`src/nsoc_pkg.sv`:
```
// constants shared by the negative-sequence overcurrent element
// assumes a single 20 MHz clock domain and a word-wide register port
package nsoc_pkg;

    // ------------------------------------------------------------
    // timing
    // ------------------------------------------------------------
    localparam int CLK_PERIOD_NS = 50;
    localparam int TICK_PERIOD_NS = 1000000; // timer resolution: 1 ms
    localparam int TICK_CYCLES = (TICK_PERIOD_NS + CLK_PERIOD_NS - 1) /
        CLK_PERIOD_NS;

    // ------------------------------------------------------------
    // thresholds in percent of a reference
    // ------------------------------------------------------------
    localparam int PCT_FULL = 100;
    localparam int PCT_RELEASE_MIN = 10;
    localparam int PCT_RELEASE_MAX = 400;  // four times nominal
    localparam int PCT_TOC_PICKUP = 110;
    localparam int PCT_TOC_DROP = 95;
    localparam int PCT_DISK_UNWIND = 90;
    localparam int PCT_DISK_ABORT = 5;

    // ------------------------------------------------------------
    // register indices (byte address is four times the index)
    // ------------------------------------------------------------
    localparam logic [15:0] IDX_SCOPE = 16'h008C;      // 0140
    localparam logic [15:0] IDX_SWITCH = 16'h0FA1;     // 4001
    localparam logic [15:0] IDX_DT1_PICKUP = 16'h0FA2; // 4002
    localparam logic [15:0] IDX_DT1_DELAY = 16'h0FA3;  // 4003
    localparam logic [15:0] IDX_DT2_PICKUP = 16'h0FA4; // 4004
    localparam logic [15:0] IDX_DT2_DELAY = 16'h0FA5;  // 4005
    localparam logic [15:0] IDX_TOC_PICKUP = 16'h0FA8; // 4008
    localparam logic [15:0] IDX_TOC_DIAL = 16'h0FA9;   // 4009
    localparam logic [15:0] IDX_TOC_RESET = 16'h0FAB;  // 4011
    localparam logic [15:0] IDX_CURVE = 16'h0FB4;      // 4020
    localparam logic [15:0] IDX_NOMINAL = 16'h0FB5;    // 4021
    localparam logic [15:0] IDX_EVT_STATUS = 16'h0FB6; // 4022
    localparam logic [15:0] IDX_EVT_MASK = 16'h0FB7;   // 4023
    localparam logic [15:0] IDX_STATE = 16'h0FB8;      // 4024

    // ------------------------------------------------------------
    // field encodings and reset values
    // ------------------------------------------------------------
    localparam logic [1:0] SCOPE_DISABLED = 2'h0;
    localparam logic [1:0] SCOPE_DEFINITE = 2'h1;
    localparam logic [1:0] SCOPE_CURVE = 2'h2;
    localparam logic CURVE_IEC = 1'h0;
    localparam logic CURVE_ANSI = 1'h1;
    localparam logic RESET_INSTANT = 1'h0;
    localparam logic RESET_DISK = 1'h1;
    localparam int NUM_EVENTS = 6;

    typedef enum logic {TOC_IDLE, TOC_PICKED} toc_state_t;

endpackage

```
`src/negative_sequence_overcurrent.sv`:
```
// negative-sequence overcurrent element: release check, two definite
// stages, one inverse stage, settings registers and an event interrupt
// assumes magnitudes arrive already filtered, in one common unit, and a
// curve evaluator outside supplies per-tick advance and unwind steps
//
// Functional notes
// - feed i2 only when released by currents
// - two definite stages: pickup, timer, trip
// - inverse stage picks up above 110 percent
// - IEC: drop at 95 percent, clear accumulation
// - ANSI: instant or disk emulation reset
// - disk: unwind at or below 90 percent by curve
// - disk: hold between 90 and 95 percent
// - disk: below 5 percent clear at once
// - block input suppresses the whole element
// - loss of release clears running delays
// - scope: definite only, with curve, disabled
// - separate on/off switch enables the element
// - definite stages run beside inverse stage
// - infinite dial: pickup message, never trip
// - each definite stage has own settings
//
// The placing of the registers and strobed register access were chosen for this implementation.
`timescale 1ns/1ps

module negative_sequence_overcurrent
    import nsoc_pkg::*;
#(
    parameter int W = 16,
    parameter int ACC_W = 24,
    parameter int TICK_COUNT = TICK_CYCLES
) (
    input wire logic clock,
    input wire logic rstn,
    input wire logic clk_en,
    input wire logic [W-1:0] i2_mag,
    input wire logic [W-1:0] ia_mag,
    input wire logic [W-1:0] ib_mag,
    input wire logic [W-1:0] ic_mag,
    input wire logic [W-1:0] curve_step,
    input wire logic [W-1:0] unwind_step,
    input wire logic block_in,
    input wire logic [15:0] reg_addr,
    input wire logic [31:0] reg_wdata,
    input wire logic reg_wr,
    input wire logic reg_rd,
    output logic [31:0] reg_rdata,
    output logic dt1_pickup,
    output logic dt1_trip,
    output logic dt2_pickup,
    output logic dt2_trip,
    output logic toc_pickup,
    output logic toc_trip,
    output logic irq
);

    // ------------------------------------------------------------
    // parameter checks
    // ------------------------------------------------------------
    if (W < 8 || W > 24) begin : g_bad_w
        $error("W must lie between 8 and 24");
    end
    if (ACC_W < W || ACC_W > 31) begin : g_bad_acc
        $error("ACC_W must lie between W and 31");
    end
    if (TICK_COUNT < 2) begin : g_bad_tick
        $error("TICK_COUNT must be at least 2");
    end

    // a * 100 >= b * pct, widened so no product overflows
    function automatic logic pct_ge(input logic [W-1:0] a,
            input logic [W-1:0] b, input int pct);
        logic [W+9:0] lhs;
        logic [W+9:0] rhs;
        lhs = (W+10)'(a) * (W+10)'(PCT_FULL);
        rhs = (W+10)'(b) * (W+10)'(pct);
        return lhs >= rhs;
    endfunction

    // a * 100 <= b * pct, same widening; dropout bands are inclusive
    function automatic logic pct_le(input logic [W-1:0] a,
            input logic [W-1:0] b, input int pct);
        return (W+10)'(a) * (W+10)'(PCT_FULL) <= (W+10)'(b) * (W+10)'(pct);
    endfunction

    // word address decode, low byte lanes must be zero
    function automatic logic hit(input logic [15:0] addr,
            input logic [15:0] idx);
        return addr[1:0] == 2'h0 && addr[15:2] == idx[13:0];
    endfunction

    // ------------------------------------------------------------
    // settings registers
    // ------------------------------------------------------------
    logic [1:0] scope_reg;
    logic switch_reg;
    logic [W-1:0] dt_pickup_reg [2];
    logic [W-1:0] dt_delay_reg [2];
    logic [W-1:0] toc_pickup_reg;
    logic [ACC_W-1:0] toc_dial_reg;
    logic reset_mode_reg;
    logic curve_reg;
    logic [W-1:0] nominal_reg;
    logic [NUM_EVENTS-1:0] evt_status_reg;
    logic [NUM_EVENTS-1:0] evt_mask_reg;

    // software writes, one register per strobe
    always_ff @(posedge clock or negedge rstn) begin
        if (!rstn) begin
            scope_reg <= SCOPE_DISABLED;
            switch_reg <= 1'h0;
            dt_pickup_reg[0] <= '1;
            dt_pickup_reg[1] <= '1;
            dt_delay_reg[0] <= '1;
            dt_delay_reg[1] <= '1;
            toc_pickup_reg <= '1;
            toc_dial_reg <= '1;
            reset_mode_reg <= RESET_INSTANT;
            curve_reg <= CURVE_IEC;
            nominal_reg <= '1;
            evt_mask_reg <= '0;
        end else if (clk_en && reg_wr) begin
            if (hit(reg_addr, IDX_SCOPE)) begin
                scope_reg <= reg_wdata[1:0];
            end
            if (hit(reg_addr, IDX_SWITCH)) begin
                switch_reg <= reg_wdata[0];
            end
            if (hit(reg_addr, IDX_DT1_PICKUP)) begin
                dt_pickup_reg[0] <= reg_wdata[W-1:0];
            end
            if (hit(reg_addr, IDX_DT1_DELAY)) begin
                dt_delay_reg[0] <= reg_wdata[W-1:0];
            end
            if (hit(reg_addr, IDX_DT2_PICKUP)) begin
                dt_pickup_reg[1] <= reg_wdata[W-1:0];
            end
            if (hit(reg_addr, IDX_DT2_DELAY)) begin
                dt_delay_reg[1] <= reg_wdata[W-1:0];
            end
            if (hit(reg_addr, IDX_TOC_PICKUP)) begin
                toc_pickup_reg <= reg_wdata[W-1:0];
            end
            if (hit(reg_addr, IDX_TOC_DIAL)) begin
                toc_dial_reg <= reg_wdata[ACC_W-1:0];
            end
            if (hit(reg_addr, IDX_TOC_RESET)) begin
                reset_mode_reg <= reg_wdata[0];
            end
            if (hit(reg_addr, IDX_CURVE)) begin
                curve_reg <= reg_wdata[0];
            end
            if (hit(reg_addr, IDX_NOMINAL)) begin
                nominal_reg <= reg_wdata[W-1:0];
            end
            if (hit(reg_addr, IDX_EVT_MASK)) begin
                evt_mask_reg <= reg_wdata[NUM_EVENTS-1:0];
            end
        end
    end

    // ------------------------------------------------------------
    // release and enable
    // ------------------------------------------------------------
    logic released;
    logic element_on;
    logic run;

    // phases at or above four times nominal mean a real fault, not imbalance
    assign released = pct_ge(i2_mag, nominal_reg, PCT_RELEASE_MIN) &&
        !pct_ge(ia_mag, nominal_reg, PCT_RELEASE_MAX) &&
        !pct_ge(ib_mag, nominal_reg, PCT_RELEASE_MAX) &&
        !pct_ge(ic_mag, nominal_reg, PCT_RELEASE_MAX);
    assign element_on = switch_reg && (scope_reg == SCOPE_DEFINITE ||
        scope_reg == SCOPE_CURVE);
    // losing any term drops every stage and its timer in one cycle
    assign run = element_on && !block_in && released;

    // ------------------------------------------------------------
    // millisecond tick
    // ------------------------------------------------------------
    logic [$clog2(TICK_COUNT)-1:0] tick_cnt_reg;
    logic tick;

    assign tick = tick_cnt_reg == ($clog2(TICK_COUNT))'(TICK_COUNT - 1);

    // free-running prescaler, so a delay may start mid-tick (up to 1 ms)
    always_ff @(posedge clock or negedge rstn) begin
        if (!rstn) begin
            tick_cnt_reg <= '0;
        end else if (clk_en) begin
            tick_cnt_reg <= tick ? '0 : tick_cnt_reg + 1'b1;
        end
    end

    // ------------------------------------------------------------
    // definite-time stages
    // ------------------------------------------------------------
    logic [1:0] dt_pick_reg;
    logic [1:0] dt_trip_reg;

    // both stages share the qualified current, independent settings
    for (genvar s = 0; s < 2; s++) begin : g_dt
        logic [W-1:0] timer_reg;
        logic above;

        assign above = run && i2_mag >= dt_pickup_reg[s];

        // timer counts ticks while picked; cleared on dropout
        always_ff @(posedge clock or negedge rstn) begin
            if (!rstn) begin
                timer_reg <= '0;
                dt_pick_reg[s] <= 1'h0;
                dt_trip_reg[s] <= 1'h0;
            end else if (clk_en) begin
                dt_pick_reg[s] <= above;
                if (!above) begin
                    timer_reg <= '0;
                    dt_trip_reg[s] <= 1'h0;
                end else if (timer_reg >= dt_delay_reg[s]) begin
                    dt_trip_reg[s] <= 1'h1;
                end else if (tick) begin
                    timer_reg <= timer_reg + 1'b1;
                end
            end
        end
    end

    // ------------------------------------------------------------
    // inverse-time stage
    // ------------------------------------------------------------
    toc_state_t toc_state_reg;
    logic [ACC_W-1:0] acc_reg;
    logic toc_trip_reg;
    logic toc_run;
    logic over_pu;
    logic below_drop;
    logic below_unwind;
    logic below_abort;
    logic disk;
    logic dial_inf;

    assign toc_run = run && scope_reg == SCOPE_CURVE;
    assign over_pu = !pct_le(i2_mag, toc_pickup_reg, PCT_TOC_PICKUP);
    assign below_drop = pct_le(i2_mag, toc_pickup_reg, PCT_TOC_DROP);
    assign below_unwind = pct_le(i2_mag, toc_pickup_reg, PCT_DISK_UNWIND);
    assign below_abort = !pct_ge(i2_mag, toc_pickup_reg, PCT_DISK_ABORT);
    assign disk = curve_reg == CURVE_ANSI && reset_mode_reg == RESET_DISK;
    assign dial_inf = &toc_dial_reg; // all ones stands for infinity

    // pickup state: up above 110 percent, down at or below 95 percent
    always_ff @(posedge clock or negedge rstn) begin
        if (!rstn) begin
            toc_state_reg <= TOC_IDLE;
        end else if (clk_en) begin
            case (toc_state_reg)
                TOC_IDLE: begin
                    if (toc_run && over_pu) begin
                        toc_state_reg <= TOC_PICKED;
                    end
                end
                TOC_PICKED: begin
                    if (!toc_run || below_drop) begin
                        toc_state_reg <= TOC_IDLE;
                    end
                end
                default: toc_state_reg <= TOC_IDLE;
            endcase
        end
    end

    // accumulated travel toward trip, or disc position under emulation
    always_ff @(posedge clock or negedge rstn) begin
        if (!rstn) begin
            acc_reg <= '0;
        end else if (clk_en) begin
            if (!toc_run) begin
                acc_reg <= '0;
            end else if (toc_state_reg == TOC_PICKED && !below_drop) begin
                if (tick) begin
                    acc_reg <= (ACC_W'(acc_reg) + ACC_W'(curve_step) <
                        acc_reg) ? '1 : acc_reg + ACC_W'(curve_step);
                end
            end else if (!disk) begin
                acc_reg <= '0;
            end else if (below_abort) begin
                acc_reg <= '0;
            end else if (below_unwind) begin
                if (tick) begin
                    acc_reg <= (acc_reg > ACC_W'(unwind_step)) ?
                        acc_reg - ACC_W'(unwind_step) : '0;
                end
            end
            // otherwise between 90 and the pickup: disc stands still
        end
    end

    // trip once accumulation reaches the dial, never at infinity
    always_ff @(posedge clock or negedge rstn) begin
        if (!rstn) begin
            toc_trip_reg <= 1'h0;
        end else if (clk_en) begin
            if (toc_state_reg != TOC_PICKED || !toc_run || below_drop) begin
                toc_trip_reg <= 1'h0;
            end else if (!dial_inf && acc_reg >= toc_dial_reg) begin
                toc_trip_reg <= 1'h1;
            end
        end
    end

    // ------------------------------------------------------------
    // outputs
    // ------------------------------------------------------------
    always_ff @(posedge clock or negedge rstn) begin
        if (!rstn) begin
            dt1_pickup <= 1'h0;
            dt1_trip <= 1'h0;
            dt2_pickup <= 1'h0;
            dt2_trip <= 1'h0;
            toc_pickup <= 1'h0;
            toc_trip <= 1'h0;
        end else if (clk_en) begin
            dt1_pickup <= dt_pick_reg[0];
            dt1_trip <= dt_trip_reg[0];
            dt2_pickup <= dt_pick_reg[1];
            dt2_trip <= dt_trip_reg[1];
            toc_pickup <= toc_state_reg == TOC_PICKED;
            toc_trip <= toc_trip_reg;
        end
    end

    // ------------------------------------------------------------
    // events and interrupt
    // ------------------------------------------------------------
    logic [NUM_EVENTS-1:0] evt_level;
    logic [NUM_EVENTS-1:0] evt_prev_reg;
    logic [NUM_EVENTS-1:0] evt_rise;
    logic [NUM_EVENTS-1:0] evt_clear;

    assign evt_level = {toc_trip, toc_pickup, dt2_trip, dt2_pickup,
        dt1_trip, dt1_pickup};
    assign evt_rise = evt_level & ~evt_prev_reg;
    assign evt_clear = (reg_wr && hit(reg_addr, IDX_EVT_STATUS)) ?
        reg_wdata[NUM_EVENTS-1:0] : '0;

    // a rising edge in the clearing cycle still sets the bit
    always_ff @(posedge clock or negedge rstn) begin
        if (!rstn) begin
            evt_prev_reg <= '0;
            evt_status_reg <= '0;
            irq <= 1'h0;
        end else if (clk_en) begin
            evt_prev_reg <= evt_level;
            evt_status_reg <= (evt_status_reg & ~evt_clear) | evt_rise;
            irq <= |(evt_status_reg & evt_mask_reg);
        end
    end

    // ------------------------------------------------------------
    // register read port
    // ------------------------------------------------------------
    logic [31:0] rd_mux;

    // unmapped addresses read as zero
    always_comb begin
        rd_mux = '0;
        if (hit(reg_addr, IDX_SCOPE)) rd_mux = 32'(scope_reg);
        if (hit(reg_addr, IDX_SWITCH)) rd_mux = 32'(switch_reg);
        if (hit(reg_addr, IDX_DT1_PICKUP)) rd_mux = 32'(dt_pickup_reg[0]);
        if (hit(reg_addr, IDX_DT1_DELAY)) rd_mux = 32'(dt_delay_reg[0]);
        if (hit(reg_addr, IDX_DT2_PICKUP)) rd_mux = 32'(dt_pickup_reg[1]);
        if (hit(reg_addr, IDX_DT2_DELAY)) rd_mux = 32'(dt_delay_reg[1]);
        if (hit(reg_addr, IDX_TOC_PICKUP)) rd_mux = 32'(toc_pickup_reg);
        if (hit(reg_addr, IDX_TOC_DIAL)) rd_mux = 32'(toc_dial_reg);
        if (hit(reg_addr, IDX_TOC_RESET)) rd_mux = 32'(reset_mode_reg);
        if (hit(reg_addr, IDX_CURVE)) rd_mux = 32'(curve_reg);
        if (hit(reg_addr, IDX_NOMINAL)) rd_mux = 32'(nominal_reg);
        if (hit(reg_addr, IDX_EVT_STATUS)) rd_mux = 32'(evt_status_reg);
        if (hit(reg_addr, IDX_EVT_MASK)) rd_mux = 32'(evt_mask_reg);
        if (hit(reg_addr, IDX_STATE)) begin
            rd_mux = 32'({acc_reg, released, run, evt_level});
        end
    end

    // read data stands for exactly the cycle after the strobe
    always_ff @(posedge clock or negedge rstn) begin
        if (!rstn) begin
            reg_rdata <= '0;
        end else if (clk_en) begin
            reg_rdata <= reg_rd ? rd_mux : '0;
        end
    end

endmodule

```
`config.mk`:
```
export PLATFORM = sky130hd
export DESIGN_NAME = negative_sequence_overcurrent
export DESIGN_NICKNAME = d
export VERILOG_FILES = /design/src/nsoc_pkg.sv /design/src/negative_sequence_overcurrent.sv
export SDC_FILE = /design/constraint.sdc
export NUM_CORES = 2
export LEC_CHECK = 0
export ABC_AREA = 1
export BUFFER_PORTS_ARGS = -buffer_cell sky130_fd_sc_hd__buf_2
export CAP_MARGIN = 20
export CORE_MARGIN = 10
export CORE_UTILIZATION = 65
export DETAILED_ROUTE_END_ITERATION = 8
export GPL_ROUTABILITY_DRIVEN = 0
export MAX_ROUTING_LAYER = met4
export PLACE_DENSITY = 0.91
export SLEW_MARGIN = 40
export SYNTH_ARGS = -nofsm -noshare
export SYNTH_HDL_FRONTEND = slang
export SYNTH_SLANG_ARGS = --single-unit
```
`constraint.sdc`:
```
create_clock -name clock -period 17.73 [get_ports clock]
set_clock_uncertainty 0.2 [all_clocks]
set_input_delay 0.8865 -clock clock [delete_from_list [all_inputs] [get_ports clock]]
set_output_delay 0.8865 -clock clock [all_outputs]
set_load 0.1 [all_outputs]
```
==> results.toml <==
[yosys]
synthMuxAreaShare_pct = 0.305
synth-xor-area-share_pct = 4.87
synth_compound_area_share_pct = 12.6
synth_nets = 5829
synth_adder_area_share_pct = 33.8
yosysWarnings = 0
synth_top_area_share_pct = 24.5
ys.flop_type = "dfrtp_1"
synth.ff_latch_count = 259
yosysTopAreaCell = "ha_1"
yosysMostFrequentCell = "nand2_1"
synth_top_family_by_area = "adder cells"
synth-edff-count = 0
synth_area_um2 = 36100
synth-simple-area-share_pct = 20.3
yosys-top-cells-count = "nand2_1, inv_1, ha_1"
yosys-top-cells-area = "ha_1, nand2_1, dfrtp_1, fa_1, inv_1"
syn_inst = 4804
synth_cell_type_count = 64
yosysSeqAreaShare_pct = 18.4
syn_avg_cell_area_um2 = 7.52
synth-async-reset-ratio_pct = 100

[clock_tree]
cts_tree = "built"
ctsHoldBuffers = 0
clock_latency_ns = 0.55
cts_root_buf = "clkbuf_16"
cts_buffers = 26
cts_resized = 0
post_cts_buffers = 0
htree_levels = 1
cts_sinks = 259
cts.clk_slew.worst_paths_ns = 0.07
clk_path_buf_depth = 3

[global_route]
grt_pass1_vias = 34600
grt_start_max_net_pins = 119
antenna_found_initial = 5
grt_pass1_wl_um = 171000
overflow = 0
track_usage_pct = 32.2

[critical_path]
crit_path_frequent_cell = "nand2_1"
arrival_ns = 8.65
critPathMaxStageDelay_ns = 0.67
worst_path_max_delay_cell = "dfstp_2"
endpoint_kind = "register"
required_ns = 18.01
path_max_fanout = 37
critPathKind = "reg2reg"
critPathLaunchType = "register"

[power]
swShare_pct = 40.9
peakVddDrop_uv = 61.0
powerDensity_nw_per_um2 = 60.2
p_sw_mw = 0.955
clock_power_share_pct = 25.9
power_frac_seq_pct = 26.3
internal_power_mw = 1.38
leakagePower_nw = 20.7
comb_power_share_pct = 47.8

[route]
wl_per_cell_um = 18.4
post-route-drc-count = 64
via_count = 34700
viasPerCell = 6.06
wl_um = 105000
drt_iter0_drc = 3668
first_pass_iters = 9
postRouteAntennaNets = 0

[finish]
drive_gt1_share_pct = 8.49
nets = 5975
design_area_um2 = 38700
syn_to_final_growth_pct = 7.20

[status]
violations = "design-rule violations, negative hold slack"
status = "complete, but fails checks"

[sta]
setup_tns_ns = 0
min_period_ns = 8.37
fin_crit_sh_pct = 47.2
hold_violations = 1
max_freq_ghz = 0.119
final_max_slew_viol_count = 0
tightest_slew_ns = 0.972
slew_headroom_pct = 34.4
setup_viol = 0
rsz0062_at_grt = "false"
holdWs_ns = -0.00159

[floorplanning]
io-pin-count = 189
die_h_um = 256
fp.dieW_um = 256
design.die.area_um2 = 65400
num_rows = 86
core_um2 = 55100
start_util_pct = 65.6

[placed_design]
place.port_buffers = 180
hpwlAfterDp_um = 84500
placed_area_um2 = 37700

[run]
drv_cap = 0

[worst_hold_path]
holdCritPathClass = "in2async"
==> worst max-delay path, delay by kind of cell, from the launching register on <==
kind	cells	cell delay, ns
AND/OR/NAND/NOR	14	1.88
flip-flops	1	0.67
buffers and inverters	6	0.84
adder cells (fa/ha/maj)	6	2.25
AO/OA/AOI/OAI	9	2.44
==> through the flow <==
step           utilization [%]  hold slack (ns)  setup slack, ns  power [mW]  cells
3_5_place_dp              68.5            0.245             9.68        1.72   5669
4_1_cts                   70.2            0.241             9.62        2.31   5717
3_3_place_gp              68.4            0.238             9.86        1.66   5667
5_1_grt                   70.3           0.0112             8.98        2.53   5721
6_report                  70.3         -0.00159             9.36        2.33   5721
2_1_floorplan                -            0.236            11.31        1.42   4804
==> power by group through the flow <==
stage	sequential (mW)	clock, mW	combinational [mW]
global route	0.615	0.629	1.28
CTS	0.613	0.600	1.10
global placement	0.622	0	1.04
finish	0.614	0.604	1.12
floorplan	0.629	0	0.787
detailed placement	0.623	0	1.09
==> kinds of logic (layout without fill, tap and decap cells) <==
logic type	after synthesis	in the layout
other	0	3
DFF	259	259
muxes	10	10
buffers and inverters	928	1094
and+or+nand+nor	1721	1721
AOI/OAI and AO/OA	810	810
adders and majority gates	875	875
xor gates and xnor gates	201	201
==> layer usage <==
layer  global-route usage (%)  routed length, µm  up-vias
met3                     7.11              11200      568
met5                        -                  0        -
met1                     37.6              39400    15900
met4                     16.7               6930        0
li1                         -                  -    16200
met2                     51.5              47900     1988
==> path summary, 6_finish.rpt <==
check / start / to / slack (ns) / cells past startpoint
worst max-delay path: toc_pickup_reg[1] / acc_reg[1] / 9.36 / 35
worst min-delay path: rstn / tick_cnt_reg[12] / -0.002 / 1
worst max register to register: toc_pickup_reg[1] / acc_reg[1] / 9.36 / 35
worst min register to register: evt_prev_reg[1] / evt_status_reg[1] / 0.27 / 1
max in group asynchronous: rstn / toc_pickup_reg[5] / 15.80 / 3
min in group clock: evt_prev_reg[1] / evt_status_reg[1] / 0.27 / 1
==> cells in the final DEF (no fill, tap or decap), types with 13 or more instances in the layout <==
cell         n
o22ai_1     15
clkbuf_16   29
dfrtp_1    139
a21oi_1    322
nor4_1      16
nand3_1    224
buf_2      179
xnor2_1     65
nor3_1      61
a32o_1      14
nand2_1    998
ha_1       708
a211oi_1    13
o21ai_0    307
o221ai_1    20
inv_1      845
nor2_1     260
xor2_1     136
o211ai_1    20
o21bai_1    17
a21o_1      13
nand4_1     96
dfstp_2    120
a31oi_1     16
fa_1       167
==> final cells by class <==
type,count,area (µm²)
Tap cell,748,936
Fill cell,4140,16400
Multi-Input combinational cell,3617,26000
Inverter,853,3200
Sequential cell,259,6630
Clock inverter,15,165
Antenna cell,3,7.51
Clock buffer,33,771
Timing Repair Buffer,193,1040
Note: power is estimated with default switching activity, not from simulation.
